--- src/common/pwm_cfg_pkg.sv ---
// Register map, field layout and constants of the PWM generator config block
package pwm_cfg_pkg;
    localparam logic [3:0]  PHASE_OFFS     = 4'h0;
    localparam logic [3:0]  DT_PRI_OFFS    = 4'h4;
    localparam logic [3:0]  DT_ALT_OFFS    = 4'h8;
    localparam logic [3:0]  TRIG_CTRL_OFFS = 4'hC;
    localparam logic [3:0]  PWM_CTRL_OFFS  = 4'h0;
    localparam logic [15:0] PHASE_MASK     = 16'hFFFC;
    localparam logic [15:0] PHASE_ITB_MASK = 16'hFFF0;
    localparam logic [15:0] DT_MASK        = 16'h3FFC;
    localparam logic [15:0] TRIG_MASK      = 16'hE03F;
    localparam logic [15:0] PWM_CTRL_MASK  = 16'h0007;
    localparam logic [15:0] REG_RESET      = 16'h0000;
    localparam int          DIV_LSB        = 13;
    localparam int          DIV_MSB        = 15;
    localparam int          START_MSB      = 5;
    localparam int          ITB_BIT        = 0;
    localparam int          DTC_LSB        = 1;
    localparam int          DTC_MSB        = 2;
    localparam int          AXI_AW         = 5;
    localparam logic [1:0]  RESP_OKAY      = 2'b00;
    localparam logic [1:0]  RESP_SLVERR    = 2'b10;
    localparam logic [4:0]  CTRL_BYTE_ADDR = 5'h10;
    typedef enum logic [1:0] {
        DT_POSITIVE = 2'b00,
        DT_NEGATIVE = 2'b01,
        DT_DISABLED = 2'b10,
        DT_RESERVED = 2'b11
    } dead_time_mode_t;
endpackage : pwm_cfg_pkg

--- src/core/trigger_postscaler.sv ---
// Trigger postscaler: start match on roll counter, then divide events
`timescale 1ns/1ns
module trigger_postscaler
    import pwm_cfg_pkg::*;
(
    input  wire logic       core_clk,
    input  wire logic       srst,
    input  wire logic [2:0] divideSelect,
    input  wire logic [5:0] startMatch,
    input  wire logic [5:0] rollCount,
    input  wire logic       trigEvent,
    output logic            trigOut,
    output logic            armed
);
    logic       armed_q;
    logic       armed_d;
    logic [2:0] count_q;
    logic [2:0] count_d;
    logic       out_q;
    logic       out_d;
    wire        startHit  = (rollCount == startMatch);
    wire        countable = armed_q && trigEvent;
    wire        lastEvent = (count_q == divideSelect);

    assign armed_d = armed_q | startHit;
    assign count_d = !countable ? count_q
                   : (lastEvent ? 3'h0 : 3'(count_q + 3'h1));
    assign out_d   = countable && lastEvent;

    always_ff @(posedge core_clk) begin
        if (srst) begin
            armed_q <= 1'b0;
            count_q <= 3'h0;
            out_q   <= 1'b0;
        end else begin
            armed_q <= armed_d;
            count_q <= count_d;
            out_q   <= out_d;
        end
    end

    assign trigOut = out_q;
    assign armed   = armed_q;

    chk_no_trig_unarmed: assert property (@(posedge core_clk) disable iff (srst)
        !armed_q |=> !out_q)
        else $error("trigger emitted before start match");
    chk_div_one_each: assert property (@(posedge core_clk) disable iff (srst)
        (armed_q && trigEvent && divideSelect == 3'h0) |=> out_q)
        else $error("divide-by-one missed an event");
    chk_count_wrap: assert property (@(posedge core_clk) disable iff (srst)
        out_q |-> count_q == 3'h0)
        else $error("count not restarted after trigger");
    chk_arm_sticky: assert property (@(posedge core_clk) disable iff (srst)
        (rollCount == startMatch) |=> armed_q [*2])
        else $error("postscaler not armed after match");
    cov_trig_div8: cover property (@(posedge core_clk)
        out_q && divideSelect == 3'h7);
endmodule : trigger_postscaler

--- src/core/pwm_cfg_regs.sv ---
// AXI4-Lite config registers for one PWM generator with trigger postscaler
//
// Functional notes
// Phase register keeps bits 15..2; as period in independent mode bits 3..2 are ignored.
// Primary dead time is an unsigned 12-bit value in bits 13..2 fed to the dead-time unit.
// Dead-time bits 15..14 and 1..0 read zero and ignore writes.
// Alternate dead time is a second 12-bit value in bits 13..2, other bits read zero.
// Divider code N in bits 15..13 emits a trigger every (N+1)th trigger event.
// Postscaler does not count until roll counter equals the start field in bits 5..0.
// Postscaler emits one trigger when its count hits the ratio, then restarts at zero.
// Independent select set makes phase the period; clear uses the primary time base.
// Dead-time control 00 positive, 01 negative, 10 disabled, 11 reserved.
//
// Added by the designer: the address map and the AXI4-Lite register port.
`timescale 1ns/1ns
module pwm_cfg_regs
    import pwm_cfg_pkg::*;
(
    input  wire logic              core_clk,
    input  wire logic              srst,
    input  wire logic [AXI_AW-1:0] s_axi_awaddr,
    input  wire logic              s_axi_awvalid,
    output logic                   s_axi_awready,
    input  wire logic [31:0]       s_axi_wdata,
    input  wire logic [3:0]        s_axi_wstrb,
    input  wire logic              s_axi_wvalid,
    output logic                   s_axi_wready,
    output logic [1:0]             s_axi_bresp,
    output logic                   s_axi_bvalid,
    input  wire logic              s_axi_bready,
    input  wire logic [AXI_AW-1:0] s_axi_araddr,
    input  wire logic              s_axi_arvalid,
    output logic                   s_axi_arready,
    output logic [31:0]            s_axi_rdata,
    output logic [1:0]             s_axi_rresp,
    output logic                   s_axi_rvalid,
    input  wire logic              s_axi_rready,
    input  wire logic [5:0]        rollCount,
    input  wire logic              trigEvent,
    output logic [15:0]            phaseValue,
    output logic [15:0]            periodValue,
    output logic                   independentPeriodSelect,
    output logic [11:0]            primaryDeadTimeValue,
    output logic [11:0]            alternateDeadTimeValue,
    output logic [1:0]             deadTimeControl,
    output logic                   trigOut
);
    logic [15:0] phase_q, dtPri_q, dtAlt_q, trig_q, ctrl_q;
    logic [15:0] phase_d, dtPri_d, dtAlt_d, trig_d, ctrl_d;
    logic [AXI_AW-1:0] awAddr_q;
    logic        awHave_q, wHave_q;
    logic [31:0] wData_q;
    logic [3:0]  wStrb_q;
    logic        bValid_q, rValid_q;
    logic [1:0]  bResp_q, rResp_q;
    logic [31:0] rData_q;
    logic [15:0] periodOut_q, phaseOut_q;
    logic        itbOut_q;
    logic [11:0] dtPriOut_q, dtAltOut_q;
    logic [1:0]  dtcOut_q;
    logic        postArmed;

    // Write channel capture, either order
    wire awTake  = s_axi_awvalid && !awHave_q;
    wire wTake   = s_axi_wvalid && !wHave_q;
    wire doWrite = awHave_q && wHave_q && !bValid_q;
    wire [3:0] wrIdx  = {awAddr_q[AXI_AW-2:2], 2'b00};
    wire       wrCtrl = (awAddr_q == CTRL_BYTE_ADDR);
    wire       wrLow  = (awAddr_q[AXI_AW-1] == 1'b0);
    wire [15:0] wrByteMask = {{8{wStrb_q[1]}}, {8{wStrb_q[0]}}};
    wire [15:0] wrVal      = wData_q[15:0];
    wire wrPhase = doWrite && wrLow && wrIdx == PHASE_OFFS;
    wire wrDtPri = doWrite && wrLow && wrIdx == DT_PRI_OFFS;
    wire wrDtAlt = doWrite && wrLow && wrIdx == DT_ALT_OFFS;
    wire wrTrig  = doWrite && wrLow && wrIdx == TRIG_CTRL_OFFS;
    wire wrCtl   = doWrite && wrCtrl;
    wire wrHit   = wrPhase | wrDtPri | wrDtAlt | wrTrig | wrCtl;

    function automatic logic [15:0] merge(input logic [15:0] old,
                                          input logic [15:0] val,
                                          input logic [15:0] bm,
                                          input logic [15:0] keep);
        merge = ((old & ~bm) | (val & bm)) & keep;
    endfunction : merge

    assign phase_d = wrPhase ? merge(phase_q, wrVal, wrByteMask, PHASE_MASK)
                             : phase_q;
    assign dtPri_d = wrDtPri ? merge(dtPri_q, wrVal, wrByteMask, DT_MASK)
                             : dtPri_q;
    assign dtAlt_d = wrDtAlt ? merge(dtAlt_q, wrVal, wrByteMask, DT_MASK)
                             : dtAlt_q;
    assign trig_d  = wrTrig ? merge(trig_q, wrVal, wrByteMask, TRIG_MASK)
                            : trig_q;
    assign ctrl_d  = wrCtl ? merge(ctrl_q, wrVal, wrByteMask, PWM_CTRL_MASK)
                           : ctrl_q;

    // Read decode
    wire arTake = s_axi_arvalid && !rValid_q;
    wire [3:0] rdIdx  = {s_axi_araddr[AXI_AW-2:2], 2'b00};
    wire       rdLow  = (s_axi_araddr[AXI_AW-1] == 1'b0);
    wire       rdCtrl = (s_axi_araddr == CTRL_BYTE_ADDR);
    wire [15:0] rdMux =
        rdCtrl ? (ctrl_q | {postArmed, 15'h0000})
      : !rdLow ? 16'h0000
      : rdIdx == PHASE_OFFS ? phase_q
      : rdIdx == DT_PRI_OFFS ? dtPri_q
      : rdIdx == DT_ALT_OFFS ? dtAlt_q
      : trig_q;
    wire rdHit = rdLow || rdCtrl;

    // Derived outputs toward the generator
    wire itbSel = ctrl_q[ITB_BIT];
    wire [15:0] periodSel = itbSel ? (phase_q & PHASE_ITB_MASK)
                                   : 16'h0000;
    wire [1:0] dtcSel = ctrl_q[DTC_MSB:DTC_LSB];
    wire dtDisabled = (dtcSel == DT_DISABLED) || (dtcSel == DT_RESERVED);

    always_ff @(posedge core_clk) begin
        if (srst) begin
            phase_q <= REG_RESET;
            dtPri_q <= REG_RESET;
            dtAlt_q <= REG_RESET;
            trig_q  <= REG_RESET;
            ctrl_q  <= REG_RESET;
        end else begin
            phase_q <= phase_d;
            dtPri_q <= dtPri_d;
            dtAlt_q <= dtAlt_d;
            trig_q  <= trig_d;
            ctrl_q  <= ctrl_d;
        end
    end

    always_ff @(posedge core_clk) begin
        if (srst) begin
            awHave_q <= 1'b0;
            wHave_q  <= 1'b0;
            awAddr_q <= '0;
            wData_q  <= 32'h0000_0000;
            wStrb_q  <= 4'h0;
            bValid_q <= 1'b0;
            bResp_q  <= RESP_OKAY;
        end else begin
            if (awTake) begin
                awHave_q <= 1'b1;
                awAddr_q <= s_axi_awaddr;
            end
            if (wTake) begin
                wHave_q <= 1'b1;
                wData_q <= s_axi_wdata;
                wStrb_q <= s_axi_wstrb;
            end
            if (doWrite) begin
                bValid_q <= 1'b1;
                bResp_q  <= wrHit ? RESP_OKAY : RESP_SLVERR;
            end else if (bValid_q && s_axi_bready) begin
                bValid_q <= 1'b0;
                awHave_q <= 1'b0;
                wHave_q  <= 1'b0;
            end
        end
    end

    always_ff @(posedge core_clk) begin
        if (srst) begin
            rValid_q <= 1'b0;
            rData_q  <= 32'h0000_0000;
            rResp_q  <= RESP_OKAY;
        end else if (arTake) begin
            rValid_q <= 1'b1;
            rData_q  <= {16'h0000, rdMux};
            rResp_q  <= rdHit ? RESP_OKAY : RESP_SLVERR;
        end else if (rValid_q && s_axi_rready) begin
            rValid_q <= 1'b0;
        end
    end

    always_ff @(posedge core_clk) begin
        if (srst) begin
            phaseOut_q  <= 16'h0000;
            periodOut_q <= 16'h0000;
            itbOut_q    <= 1'b0;
            dtPriOut_q  <= 12'h000;
            dtAltOut_q  <= 12'h000;
            dtcOut_q    <= 2'b00;
        end else begin
            phaseOut_q  <= itbSel ? 16'h0000 : phase_q;
            periodOut_q <= periodSel;
            itbOut_q    <= itbSel;
            dtPriOut_q  <= dtDisabled ? 12'h000 : dtPri_q[13:2];
            dtAltOut_q  <= dtDisabled ? 12'h000 : dtAlt_q[13:2];
            dtcOut_q    <= dtcSel;
        end
    end

    trigger_postscaler u_post (
        .core_clk     (core_clk),
        .srst         (srst),
        .divideSelect (trig_q[DIV_MSB:DIV_LSB]),
        .startMatch   (trig_q[START_MSB:0]),
        .rollCount    (rollCount),
        .trigEvent    (trigEvent),
        .trigOut      (trigOut),
        .armed        (postArmed)
    );

    assign s_axi_awready = !awHave_q;
    assign s_axi_wready  = !wHave_q;
    assign s_axi_bvalid  = bValid_q;
    assign s_axi_bresp   = bResp_q;
    assign s_axi_arready = !rValid_q;
    assign s_axi_rvalid  = rValid_q;
    assign s_axi_rdata   = rData_q;
    assign s_axi_rresp   = rResp_q;
    assign phaseValue             = phaseOut_q;
    assign periodValue            = periodOut_q;
    assign independentPeriodSelect = itbOut_q;
    assign primaryDeadTimeValue   = dtPriOut_q;
    assign alternateDeadTimeValue = dtAltOut_q;
    assign deadTimeControl        = dtcOut_q;

    chk_phase_low_zero: assert property (@(posedge core_clk) disable iff (srst)
        phase_q[1:0] == 2'b00)
        else $error("phase low bits not zero");
    chk_period_drop_bits: assert property (@(posedge core_clk) disable iff (srst)
        itbSel |=> periodValue[3:0] == 4'h0 && periodValue[15:4] == $past(phase_q[15:4]))
        else $error("period not phase with bits 3..0 cleared");
    chk_dt_unimpl: assert property (@(posedge core_clk) disable iff (srst)
        dtPri_q[15:14] == 2'b00 && dtPri_q[1:0] == 2'b00)
        else $error("dead-time unimplemented bits set");
    chk_alt_unimpl: assert property (@(posedge core_clk) disable iff (srst)
        (dtAlt_q & ~DT_MASK) == 16'h0000)
        else $error("alternate dead-time spare bits set");
    chk_dt_value: assert property (@(posedge core_clk) disable iff (srst)
        (dtcSel == DT_POSITIVE) |=> primaryDeadTimeValue == $past(dtPri_q[13:2]))
        else $error("primary dead time not passed on");
    chk_dt_disabled: assert property (@(posedge core_clk) disable iff (srst)
        (dtcSel == DT_DISABLED) |=> primaryDeadTimeValue == 12'h000)
        else $error("dead time not disabled");
    chk_itb_primary: assert property (@(posedge core_clk) disable iff (srst)
        !itbSel |=> periodValue == 16'h0000 && phaseValue == $past(phase_q))
        else $error("primary time base mode wrong");
    chk_trig_unimpl: assert property (@(posedge core_clk) disable iff (srst)
        trig_q[12:6] == 7'h00)
        else $error("trigger control spare bits set");
    cov_write_phase: cover property (@(posedge core_clk) wrPhase);
    cov_read_back: cover property (@(posedge core_clk) rValid_q && s_axi_rready);
    cov_itb_mode: cover property (@(posedge core_clk) itbSel && trigOut);
endmodule : pwm_cfg_regs

--- config.mk ---
export PLATFORM = sky130hd
export DESIGN_NAME = pwm_cfg_regs
export DESIGN_NICKNAME = d
export VERILOG_FILES = /design/src/common/pwm_cfg_pkg.sv /design/src/core/trigger_postscaler.sv /design/src/core/pwm_cfg_regs.sv
export SDC_FILE = /design/constraint.sdc
export NUM_CORES = 1
export LEC_CHECK = 0
export ABC_AREA = 1
export BUFFER_PORTS_ARGS = -buffer_cell sky130_fd_sc_hd__buf_2
export CAP_MARGIN = 20
export CORE_ASPECT_RATIO = 1.5
export CORE_UTILIZATION = 56
export CTS_CLUSTER_SIZE = 20
export DETAILED_ROUTE_END_ITERATION = 7
export PLACE_DENSITY = 0.88
export SLEW_MARGIN = 20
export SYNTH_ARGS = -nofsm -noshare
export SYNTH_HDL_FRONTEND = slang
export SYNTH_SLANG_ARGS = --single-unit
--- constraint.sdc ---
create_clock -name core_clk -period 2.7 [get_ports core_clk]
set_input_delay 0.675 -clock core_clk [delete_from_list [all_inputs] [get_ports core_clk]]
set_output_delay 0.675 -clock core_clk [all_outputs]
set_load 0.1 [all_outputs]
## Word level (Yosys, flattened, before mapping)

Cells that the tools add are included.

| word-level totals | value |
|---|---|
| bits in registers | 159 |
| bits in latches | 0 |
| bits in writable memories | 0 |
| memory bits (read-only) | 0 |
| bits of input ports | 60 |
| output and inout port bits | 101 |
| word-level logic and storage cells | 104 |
| memories kept | 0 |

| operators by class | value |
|---|---|
| $add $sub $neg | 1 |
| multiply operators | 0 |
| div/mod/pow operators | 0 |
| $lt $le $gt $ge | 0 |
| equality and inequality tests | 11 |
| shifts and indexed selects | 0 |
| multiplexer cells | 18 |
| bitwise gates (word level) | 21 |
| reduce and logical (&&, ||, !) cells | 28 |

Operators by type and width:

| cell | number |
|---|---|
| 2-to-1 mux 16 bit | 5 |
| AND 16 bit | 3 |
| OR 16 bit | 2 |
| AND 14 bit | 2 |
| OR 14 bit | 2 |
| inverter 16 bit | 1 |
| OR 3 x 16 -> 16 bit | 1 |
| logical AND 1 bit | 15 |
| equality test 2 bit (second input constant) | 5 |
| equality test 5 bit (second input constant) | 2 |
| 2-to-1 mux 1 bit | 10 |
| logical NOT 4 bit | 2 |
| equality test 6 bit | 1 |
| OR reduction 2 bit | 3 |
| OR 1 bit | 5 |
| equality test 2 x 1 -> 1 bit (second input constant) | 2 |
| logical NOT 1 bit | 4 |
| 2-to-1 mux 2 bit | 2 |
| nonzero test 2 bit | 2 |
| adder 3 x 1 -> 3 bit (second input constant) | 1 |
| AND 3 bit | 1 |
| equality test 3 bit | 1 |
| 2-to-1 mux 3 bit | 1 |
| inverter 1 bit | 3 |
| 2 further kinds | 3 |

## Logic depth before layout (Yosys ltp)

Gate-level depths: netlist of the first run.

| depth | value |
|---|---|
| depth after elaboration | 9 |
| mapped depth | 8 |

## Hierarchy

Synthesis of the first run repeated with hierarchy kept, for this count alone.

| unflattened totals | value |
|---|---|
| cell total of the unflattened synthesis | 818 |
| area total of the unflattened synthesis | 5993.2 sq um |

By module, submodules not included:

| module | instances | cells an instance | area each (sq um) | seq. area each (sq um) |
|---|---|---|---|---|
| pwm_cfg_regs | 1 | 754 | 5625.4 | 2962.8 |
| trigger_postscaler | 1 | 64 | 367.9 | 100.1 |

## Worst setup path before layout of the first run

OpenSTA, ideal clock, no wires.

| timing | value |
|---|---|
| kind | flip-flop to flip-flop |
| start | reg rValid_q (netlist: s_axi_rvalid) |
| end | reg rData_q[10] (netlist: s_axi_rdata[10]) |
| setup time | 0.071 ns |
| arrival time | 2.544 ns |
| slack | 0.085 ns |
| cell stages (with the launch flop) | 7 |
| buffers on the path | 2 |
| period minus slack after synthesis | 2.615 ns |
| path through | dfxtp_1 inv_1 nand2_1 buf_2 clkbuf_1 nand2_1 a21oi_1 |

| on the way | value |
|---|---|
| cells in the longest elaborated chain, start to end | 2 |

RTL lines:

| item | RTL line | text |
|---|---|---|
| start: declaration | pwm_cfg_regs.sv:54 | `logic bValid_q, rValid_q;` |
| start signal: assignment | pwm_cfg_regs.sv:166 | `rValid_q <= 1'b0;` |
| start signal: assignment | pwm_cfg_regs.sv:170 | `rValid_q <= 1'b1;` |
| start signal: assignment | pwm_cfg_regs.sv:174 | `rValid_q <= 1'b0;` |
| logical NOT 1 bit | - |  |
| named net s_axi_arready | pwm_cfg_regs.sv:33 | `output logic s_axi_arready,` |
| logical AND 1 bit | pwm_cfg_regs.sv:98 | `wire arTake = s_axi_arvalid && !rValid_q;` |
| end signal: assignment | pwm_cfg_regs.sv:171 | `rData_q <= {16'h0000, rdMux};` |
| end: declaration | pwm_cfg_regs.sv:56 | `logic [31:0] rData_q;` |

The timed path passes the listed nets, and every way through them passes these cells.
A chain may end at the register's enable or synchronous reset.

## Worst setup path in the final report of the first run

| timing | value |
|---|---|
| start | reg wHave_q |
| end | out s_axi_wready |

| on the way | value |
|---|---|
| cells in the longest elaborated chain, start to end | 1 |

RTL lines:

| item | RTL line | text |
|---|---|---|
| start: declaration | pwm_cfg_regs.sv:51 | `logic awHave_q, wHave_q;` |
| start signal: assignment | pwm_cfg_regs.sv:137 | `wHave_q <= 1'b0;` |
| start signal: assignment | pwm_cfg_regs.sv:149 | `wHave_q <= 1'b1;` |
| start signal: assignment | pwm_cfg_regs.sv:159 | `wHave_q <= 1'b0;` |
| logical NOT 1 bit | pwm_cfg_regs.sv:208 | `assign s_axi_wready = !wHave_q;` |
| end: declaration | pwm_cfg_regs.sv:27 | `output logic s_axi_wready,` |

Every way passes these cells.

==> flow_summary.json, run 1 <==
{
  "status": "complete, no violations",
  "grt_use_total": 0.261,
  "rsz0062_at_grt": "false",
  "grt_overflow": 0,
  "skew_ns": 0.00765,
  "synth_warnings": 0,
  "min_period_ns": 1.98,
  "reg2reg_depth": 4,
  "drtIter0Drc": 351,
  "cts_buffers": 17,
  "async_flop_share": 0,
  "fin_setup_tns_ns": 0,
  "syn_inst": 801,
  "p_per_area_nw_per_um2": 714,
  "whs_path_depth": 2,
  "cts-root-buf": "clkbuf_16",
  "place.gp.congestion": 0.877,
  "cts_tree": "yes",
  "p_leak_nw": 3.64,
  "drt-vias-per-instance": 4.89,
  "cp.required_ns": 2.03,
  "die_h_um": 128,
  "r2r-start": "wHave_q$_SDFF_PP0_",
  "die_w_um": 86.0,
  "crit_start": "wHave_q$_SDFF_PP0_",
  "grt_max_degree": 43,
  "die_area_um2": 11000,
  "nFillCells": 830,
  "antenna_left": 0,
  "crit_family": "buffers and inverters",
  "grt_pass1_wl_um": 22000,
  "rrSetupSlack_ns": 1.13,
  "holdWs_ns": 0.455,
  "slowest_stage": "buf_2",
  "antenna_found_initial": 1,
  "cts_max_path_buffers": 2,
  "cp_cell_sequence": "inv_1 > buf_2",
  "cts.repair.resized": 0,
  "whs_endpoint": "primaryDeadTimeValue[0]$_SDFF_PP0_",
  "nNetsFinal": 976,
  "slew_headroom": 0.392,
  "areaGrowthSynthToFinish_pct": 18.6,
  "numPortBuffers": 118,
  "ys_seq_elements": 153,
  "synth_cell_types": 28,
  "num_vias": 5230,
  "holdBufCountCts": 0,
  "start_kind": "flip-flop",
  "num_rows": 45,
  "dr.pass1.iters": 5,
  "drive_gt1_frac": 0.185,
  "setup_violations": 0,
  "r2r-end": "wData_q[3]$_SDFFE_PP0P_",
  "critPathMaxStageDelay_ns": 0.42,
  "clkSinkCount": 153,
  "fin_crit_sh": 0.734,
  "routedWlPerCell_um": 12.7,
  "cts_setup_buffers": 0,
  "critPathArrivalTime_ns": 1.31,
  "io-pin-count": 161,
  "drc_errors": 0,
  "crit_buf_inv": 2,
  "clock_latency_ns": 0.43,
  "final_max_slew_viol_count": 0,
  "wirelength_um": 13500,
  "ys.flop_type": "dfxtp_1",
  "synth_edf_count": 0,
  "peakVddDrop_v": 0.000495,
  "antenna_cells": 0,
  "grt_pass1_vias": 4779,
  "worstMarginPinSlew_ns": 0.909,
  "end_kind": "primary output",
  "syn_area_um2": 5930,
  "htree_levels": 4,
  "final_hold_viol_count": 0,
  "cp_max_fo": 4,
  "synth-seq-area-share": 0.517,
  "postSynthAreaPerCell_um2": 7.40,
  "fmax_ghz": 0.504,
  "clk_pin_slew_worst_paths_ns": 0.06,
  "critPathKind": "flip-flop to primary output",
  "initial_core_util": 0.582,
  "drv_cap": 0,
  "core_area_um2": 10200,
  "place_hpwl_um": 9360,
  "min_path_type": "flip-flop to flip-flop"
}
## power by group
group | leakage (nW) | switching (mW) | internal, mW
Clock | 0.248 | 0.969 | 1.21
Sequential | 1.24 | 0.0470 | 2.30
Combinational | 2.15 | 0.407 | 0.0840
## per-stage QoR
step / area [µm²] / worst slack [ns] / power [mW] / util / std cells
after floorplan: 6010 / 0.0855 / 2.81 / - / 824
after global placement: 6470 / 0.795 / 2.88 / 0.635 / 1037
after detailed placement: 6470 / 0.763 / 2.88 / 0.635 / 1037
after CTS: 7030 / 0.705 / 5.03 / 0.690 / 1069
after global routing: 7030 / 0.668 / 5.17 / 0.690 / 1069
final: 7030 / 0.718 / 5.02 / 0.690 / 1069
## kinds of logic (layout without fill, tap and decap cells)
kind of cell | Yosys count | in the layout | synth area share
adders and majority gates | 1 | 1 | 0.00211
other | 1 | 24 | 0.000633
AOI/OAI and AO/OA | 68 | 68 | 0.0583
xor gates and xnor gates | 6 | 6 | 0.00887
DFF | 153 | 153 | 0.517
muxes | 1 | 1 | 0.00169
buffers and inverters | 131 | 235 | 0.109
and+or+nand+nor | 440 | 440 | 0.302
## final cells by class
cell class	instances	area [µm²]	area share
clock buffer	18	439	0.0625
clock inverter	14	114	0.0162
inverter	79	297	0.0422
multi-input combinational	540	2300	0.328
sequential	153	3060	0.436
tap	141	176	0.0251
timing repair buffer	124	636	0.0904
## layout by cell type (no fill, tap or decap), types with 2 or more instances in the layout
cell	n
o21ai_0	34
dfxtp_1	153
xnor2_1	3
inv_1	77
conb_1	24
clkinvlp_4	7
buf_2	118
clkbuf_16	17
nor2_1	208
nor3_1	4
clkinv_4	3
nand4_1	2
buf_4	6
a21oi_1	31
nor2_2	3
nand2_1	187
nand3_2	6
xor2_1	3
nand3_4	2
nand2_2	2
nand3_1	24
inv_6	4
## Yosys cell counts (3+ instances only)
cell type / instances / area [µm²]
a21oi_1: 31 / 155
buf_2: 8 / 40.0
buf_4: 25 / 188
buf_6: 7 / 78.8
clkbuf_1: 12 / 45.0
dfxtp_1: 153 / 3060
inv_1: 77 / 289
nand2_1: 187 / 702
nand3_1: 24 / 120
nand3_2: 6 / 60.1
nor2_1: 208 / 781
nor2_2: 3 / 18.8
nor3_1: 4 / 20.0
o21ai_0: 34 / 170
xnor2_1: 3 / 26.3
xor2_1: 3 / 26.3
## worst register-to-register path, delay by kind of cell (launching register included)
| family | cells | cell delay [ns] |
|---|---|---|
| flip-flops | 1 | 0.37 |
| AND/OR/NAND/NOR | 3 | 0.56 |
| buffers and inverters | 1 | 0.52 |
## how the worst max path moves through the flow
| stage | endpoint | slack [ns] | cells past startpoint |
|---|---|---|---|
| 2_1_floorplan | s_axi_rdata[10]$_SDFFE_PP0P_ | 0.09 | 6 |
| 3_3_place_gp | phaseValue[10]$_SDFF_PP0_ | 0.79 | 5 |
| 3_5_place_dp | wData_q[3]$_SDFFE_PP0P_ | 0.76 | 6 |
| 4_1_cts | s_axi_wready | 0.70 | 2 |
| 5_1_grt | s_axi_wready | 0.67 | 2 |
| 6_report | s_axi_wready | 0.72 | 2 |
## per-layer routing
metal / global-route usage / wire length, µm / part of all wire
met1: 0.293 / 5330 / 0.39
met2: 0.449 / 6970 / 0.51
met3: 0.0670 / 774 / 0.057
met4: 0.141 / 462 / 0.034
met5: 0 / 10 / 0.00074
Note: power is estimated with default switching activity, not from simulation.
==> run 2, diff against run 1 <==
Settings changed: ABC_AREA 1 to 0, CORE_UTILIZATION 56 to 52, PLACE_DENSITY 0.88 to 0.83.
Clock period 2.7 ns to 1.9 ns, I/O delays scaled along.
==> run 2 against run 1 <==
Net effect:
- final cell count fell by 20%
- via count fell by 15%
- cell area rose by 3.1%
- die area rose by 9.1%
- count of clock-buffer cells in the layout rose by 1
- sequential power rose by 40%
- register-to-register slack got worse by 0.79 ns
- sequential cell count did not move
- critical path depth fell by 1
- area after synthesis rose by 1.4%
- core utilization fell by 4.1 points
- hold slack got worse by 0.18 ns
- critical endpoint is now s_axi_bvalid
- highest routed layer is now met4
==> flow_summary.json, run 2 <==
{
  "status": "complete, no violations",
  "cts_max_path_buffers": 2,
  "cp.depth": 1,
  "synth_top_area_frac": 0.509,
  "fin_setup_tns_ns": 0,
  "wirelength_um": 13300,
  "end_kind": "primary output",
  "final_common_cell": "dfxtp_1",
  "crit_buf_inv": 1,
  "cts_setup_buffers": 0,
  "antenna_left": 0,
  "cts-root-buf": "clkbuf_16",
  "synth_top_family_by_area": "simple AND/OR/NAND/NOR gates",
  "crit_start": "s_axi_bvalid$_SDFFE_PP0P_",
  "core_area_um2": 11200,
  "htree_levels": 4,
  "syn_inst": 587,
  "reg2reg_depth": 3,
  "num_vias": 4428,
  "antenna_found_initial": 0,
  "dr.pass1.iters": 5,
  "peakVddDrop_v": 0.000682,
  "drt-vias-per-instance": 5.15,
  "p_leak_nw": 3.30,
  "cp_max_fo": 6,
  "areaGrowthSynthToFinish_pct": 20.5,
  "rsz0062_at_grt": "false",
  "yosys.area.top_type": "dfxtp_1",
  "min_path_type": "primary input to flip-flop",
  "synthMuxAreaShare": 0.124,
  "holdBufCountCts": 0,
  "die_area_um2": 12000,
  "postSynthAreaPerCell_um2": 10.2,
  "critPathKind": "flip-flop to primary output",
  "fin_util": 0.648,
  "numPortBuffers": 118,
  "ff_latch_area_um2": 3060,
  "nFillCells": 895,
  "setup_violations": 0,
  "yosys.area_share.adder": 0.00208,
  "synth-simple-area-share": 0.229,
  "place.gp.congestion": 0.821,
  "slowest_stage": "buf_2",
  "drv_cap": 0,
  "cp.required_ns": 1.42,
  "critPathMaxStageDelay_ns": 0.46,
  "cts_buffers": 17,
  "skew_ns": 0.00445,
  "dp_cells": 828,
  "min_period_ns": 1.77,
  "drtIter0Drc": 254,
  "synth_edf_count": 0,
  "fmax_ghz": 0.565,
  "nNetsFinal": 761,
  "final_hold_viol_count": 0,
  "clock_latency_ns": 0.42,
  "fin_crit_sh": 0.932,
  "ys.flop_type": "dfxtp_1",
  "dp_slack_ns": 0.190,
  "finalNonFillerCells": 860,
  "synth_cell_types": 44,
  "cts.repair.resized": 0,
  "cp-endpoint": "s_axi_bvalid",
  "routedWlPerCell_um": 15.5,
  "setup_slack_ns": 0.129,
  "io-pin-count": 161,
  "synth_top_cells_by_count": "153 x dfxtp_1, 72 x nand2b_1, 63 x mux2i_1, 50 x and2_1, 40 x nand2_1",
  "drive_gt1_frac": 0.244,
  "synth_warnings": 0,
  "ys_seq_elements": 153,
  "ys_top_cells_by_area": "dfxtp_1 51%, mux2i_1 10%, nand2b_1 7.5%",
  "multi_input_area_um2": 2650,
  "grt_pass1_wl_um": 21800,
  "clkSinkCount": 153,
  "grt_use_total": 0.233,
  "worstMarginPinSlew_ns": 0.922,
  "drc_errors": 0,
  "cp_cell_sequence": "buf_2",
  "clk_pin_slew_worst_paths_ns": 0.06,
  "final_max_slew_viol_count": 0,
  "r2r-start": "wHave_q$_SDFF_PP0_",
  "rrSetupSlack_ns": 0.34,
  "critPathArrivalTime_ns": 1.30,
  "grt_max_degree": 44,
  "die_w_um": 89.8,
  "initial_core_util": 0.538,
  "grt_pass1_vias": 4416,
  "place_hpwl_um": 9310,
  "slew_headroom": 0.383,
  "yosysMostFrequentCell": "dfxtp_1",
  "crit_family": "buffers and inverters",
  "num_rows": 47,
  "p_per_area_nw_per_um2": 1020,
  "cts_tree": "yes",
  "synth-seq-area-share": 0.509,
  "async_flop_share": 0,
  "grt_overflow": 0,
  "synth_xor_area_frac": 0.0131,
  "stdcell_area_um2": 7240,
  "mostFrequentLayoutCells": "152 x dfxtp_1, 118 x buf_2, 72 x nand2b_1",
  "syn_area_um2": 6010,
  "die_h_um": 134,
  "antenna_cells": 0,
  "start_kind": "flip-flop",
  "synth_compound_area_frac": 0.0572,
  "placed_cell_area_um2": 6630
}
-- run 2: cell types whose count changed after synthesis, sizes merged, moves of 22 or more --
cell	change
o21ai	-26
inv	-70
nor2	-196
nand2	-149
mux2i	+62
nand3	-22
nand2b	+72
and2	+50
-- run 2: cells by family (layout without fill, tap and decap cells) --
family | Yosys count | after routing
adder cells (fa/ha/maj) | 1 | 1
AO/OA/AOI/OAI | 54 | 54
flip-flops | 153 | 153
XOR/XNOR | 9 | 9
AND/OR/NAND/NOR | 233 | 233
multiplexers | 68 | 68
other | 1 | 24
buffers and inverters | 68 | 171
-- run 2: worst min-delay path by stage --
stage | start | to | slack, ns | depth (start not counted)
after detailed placement | wStrb_q[0]$_SDFFE_PP0P_ | wStrb_q[0]$_SDFFE_PP0P_ | 0.44 | 2
after CTS | s_axi_awvalid | awHave_q$_SDFF_PP0_ | 0.27 | 2
after floorplan | wStrb_q[0]$_SDFFE_PP0P_ | wStrb_q[0]$_SDFFE_PP0P_ | 0.43 | 2
final | s_axi_awvalid | awHave_q$_SDFF_PP0_ | 0.27 | 2
after global placement | wStrb_q[0]$_SDFFE_PP0P_ | wStrb_q[0]$_SDFFE_PP0P_ | 0.44 | 2
after global routing | s_axi_wdata[1] | wData_q[1]$_SDFFE_PP0P_ | 0.28 | 3
-- run 2: power by group --
group | leakage, nW | total [mW] | internal [mW] | switching, mW
Sequential | 1.24 | 3.29 | 3.25 | 0.0339
Clock | 0.286 | 3.44 | 2.11 | 1.33
Combinational | 1.77 | 0.653 | 0.151 | 0.502
Total | 3.30 | 7.38 | 5.51 | 1.87
-- run 2: final cells by class --
class,count,area share
timing repair buffer,132,0.0978
clock buffer,19,0.0611
inverter,7,0.00363
sequential,153,0.423
clock inverter,13,0.0233
tap,147,0.0254
multi-input combinational,389,0.366
-- run 2: per-layer routing --
metal / vias to the layer above / track usage / share of wire
met5: - / 0 / 0
met4: 0 / 0.107 / 0.026
met3: 33 / 0.0628 / 0.057
met2: 178 / 0.419 / 0.52
met1: 2068 / 0.254 / 0.40
li1: 2149 / - / -
-- run 2: stage by stage --
step,power [mW],hold WS [ns]
floorplan,3.92,0.432
global placement,4.00,0.438
detailed placement,4.01,0.444
CTS,7.40,0.268
global route,7.60,0.277
finish,7.38,0.272
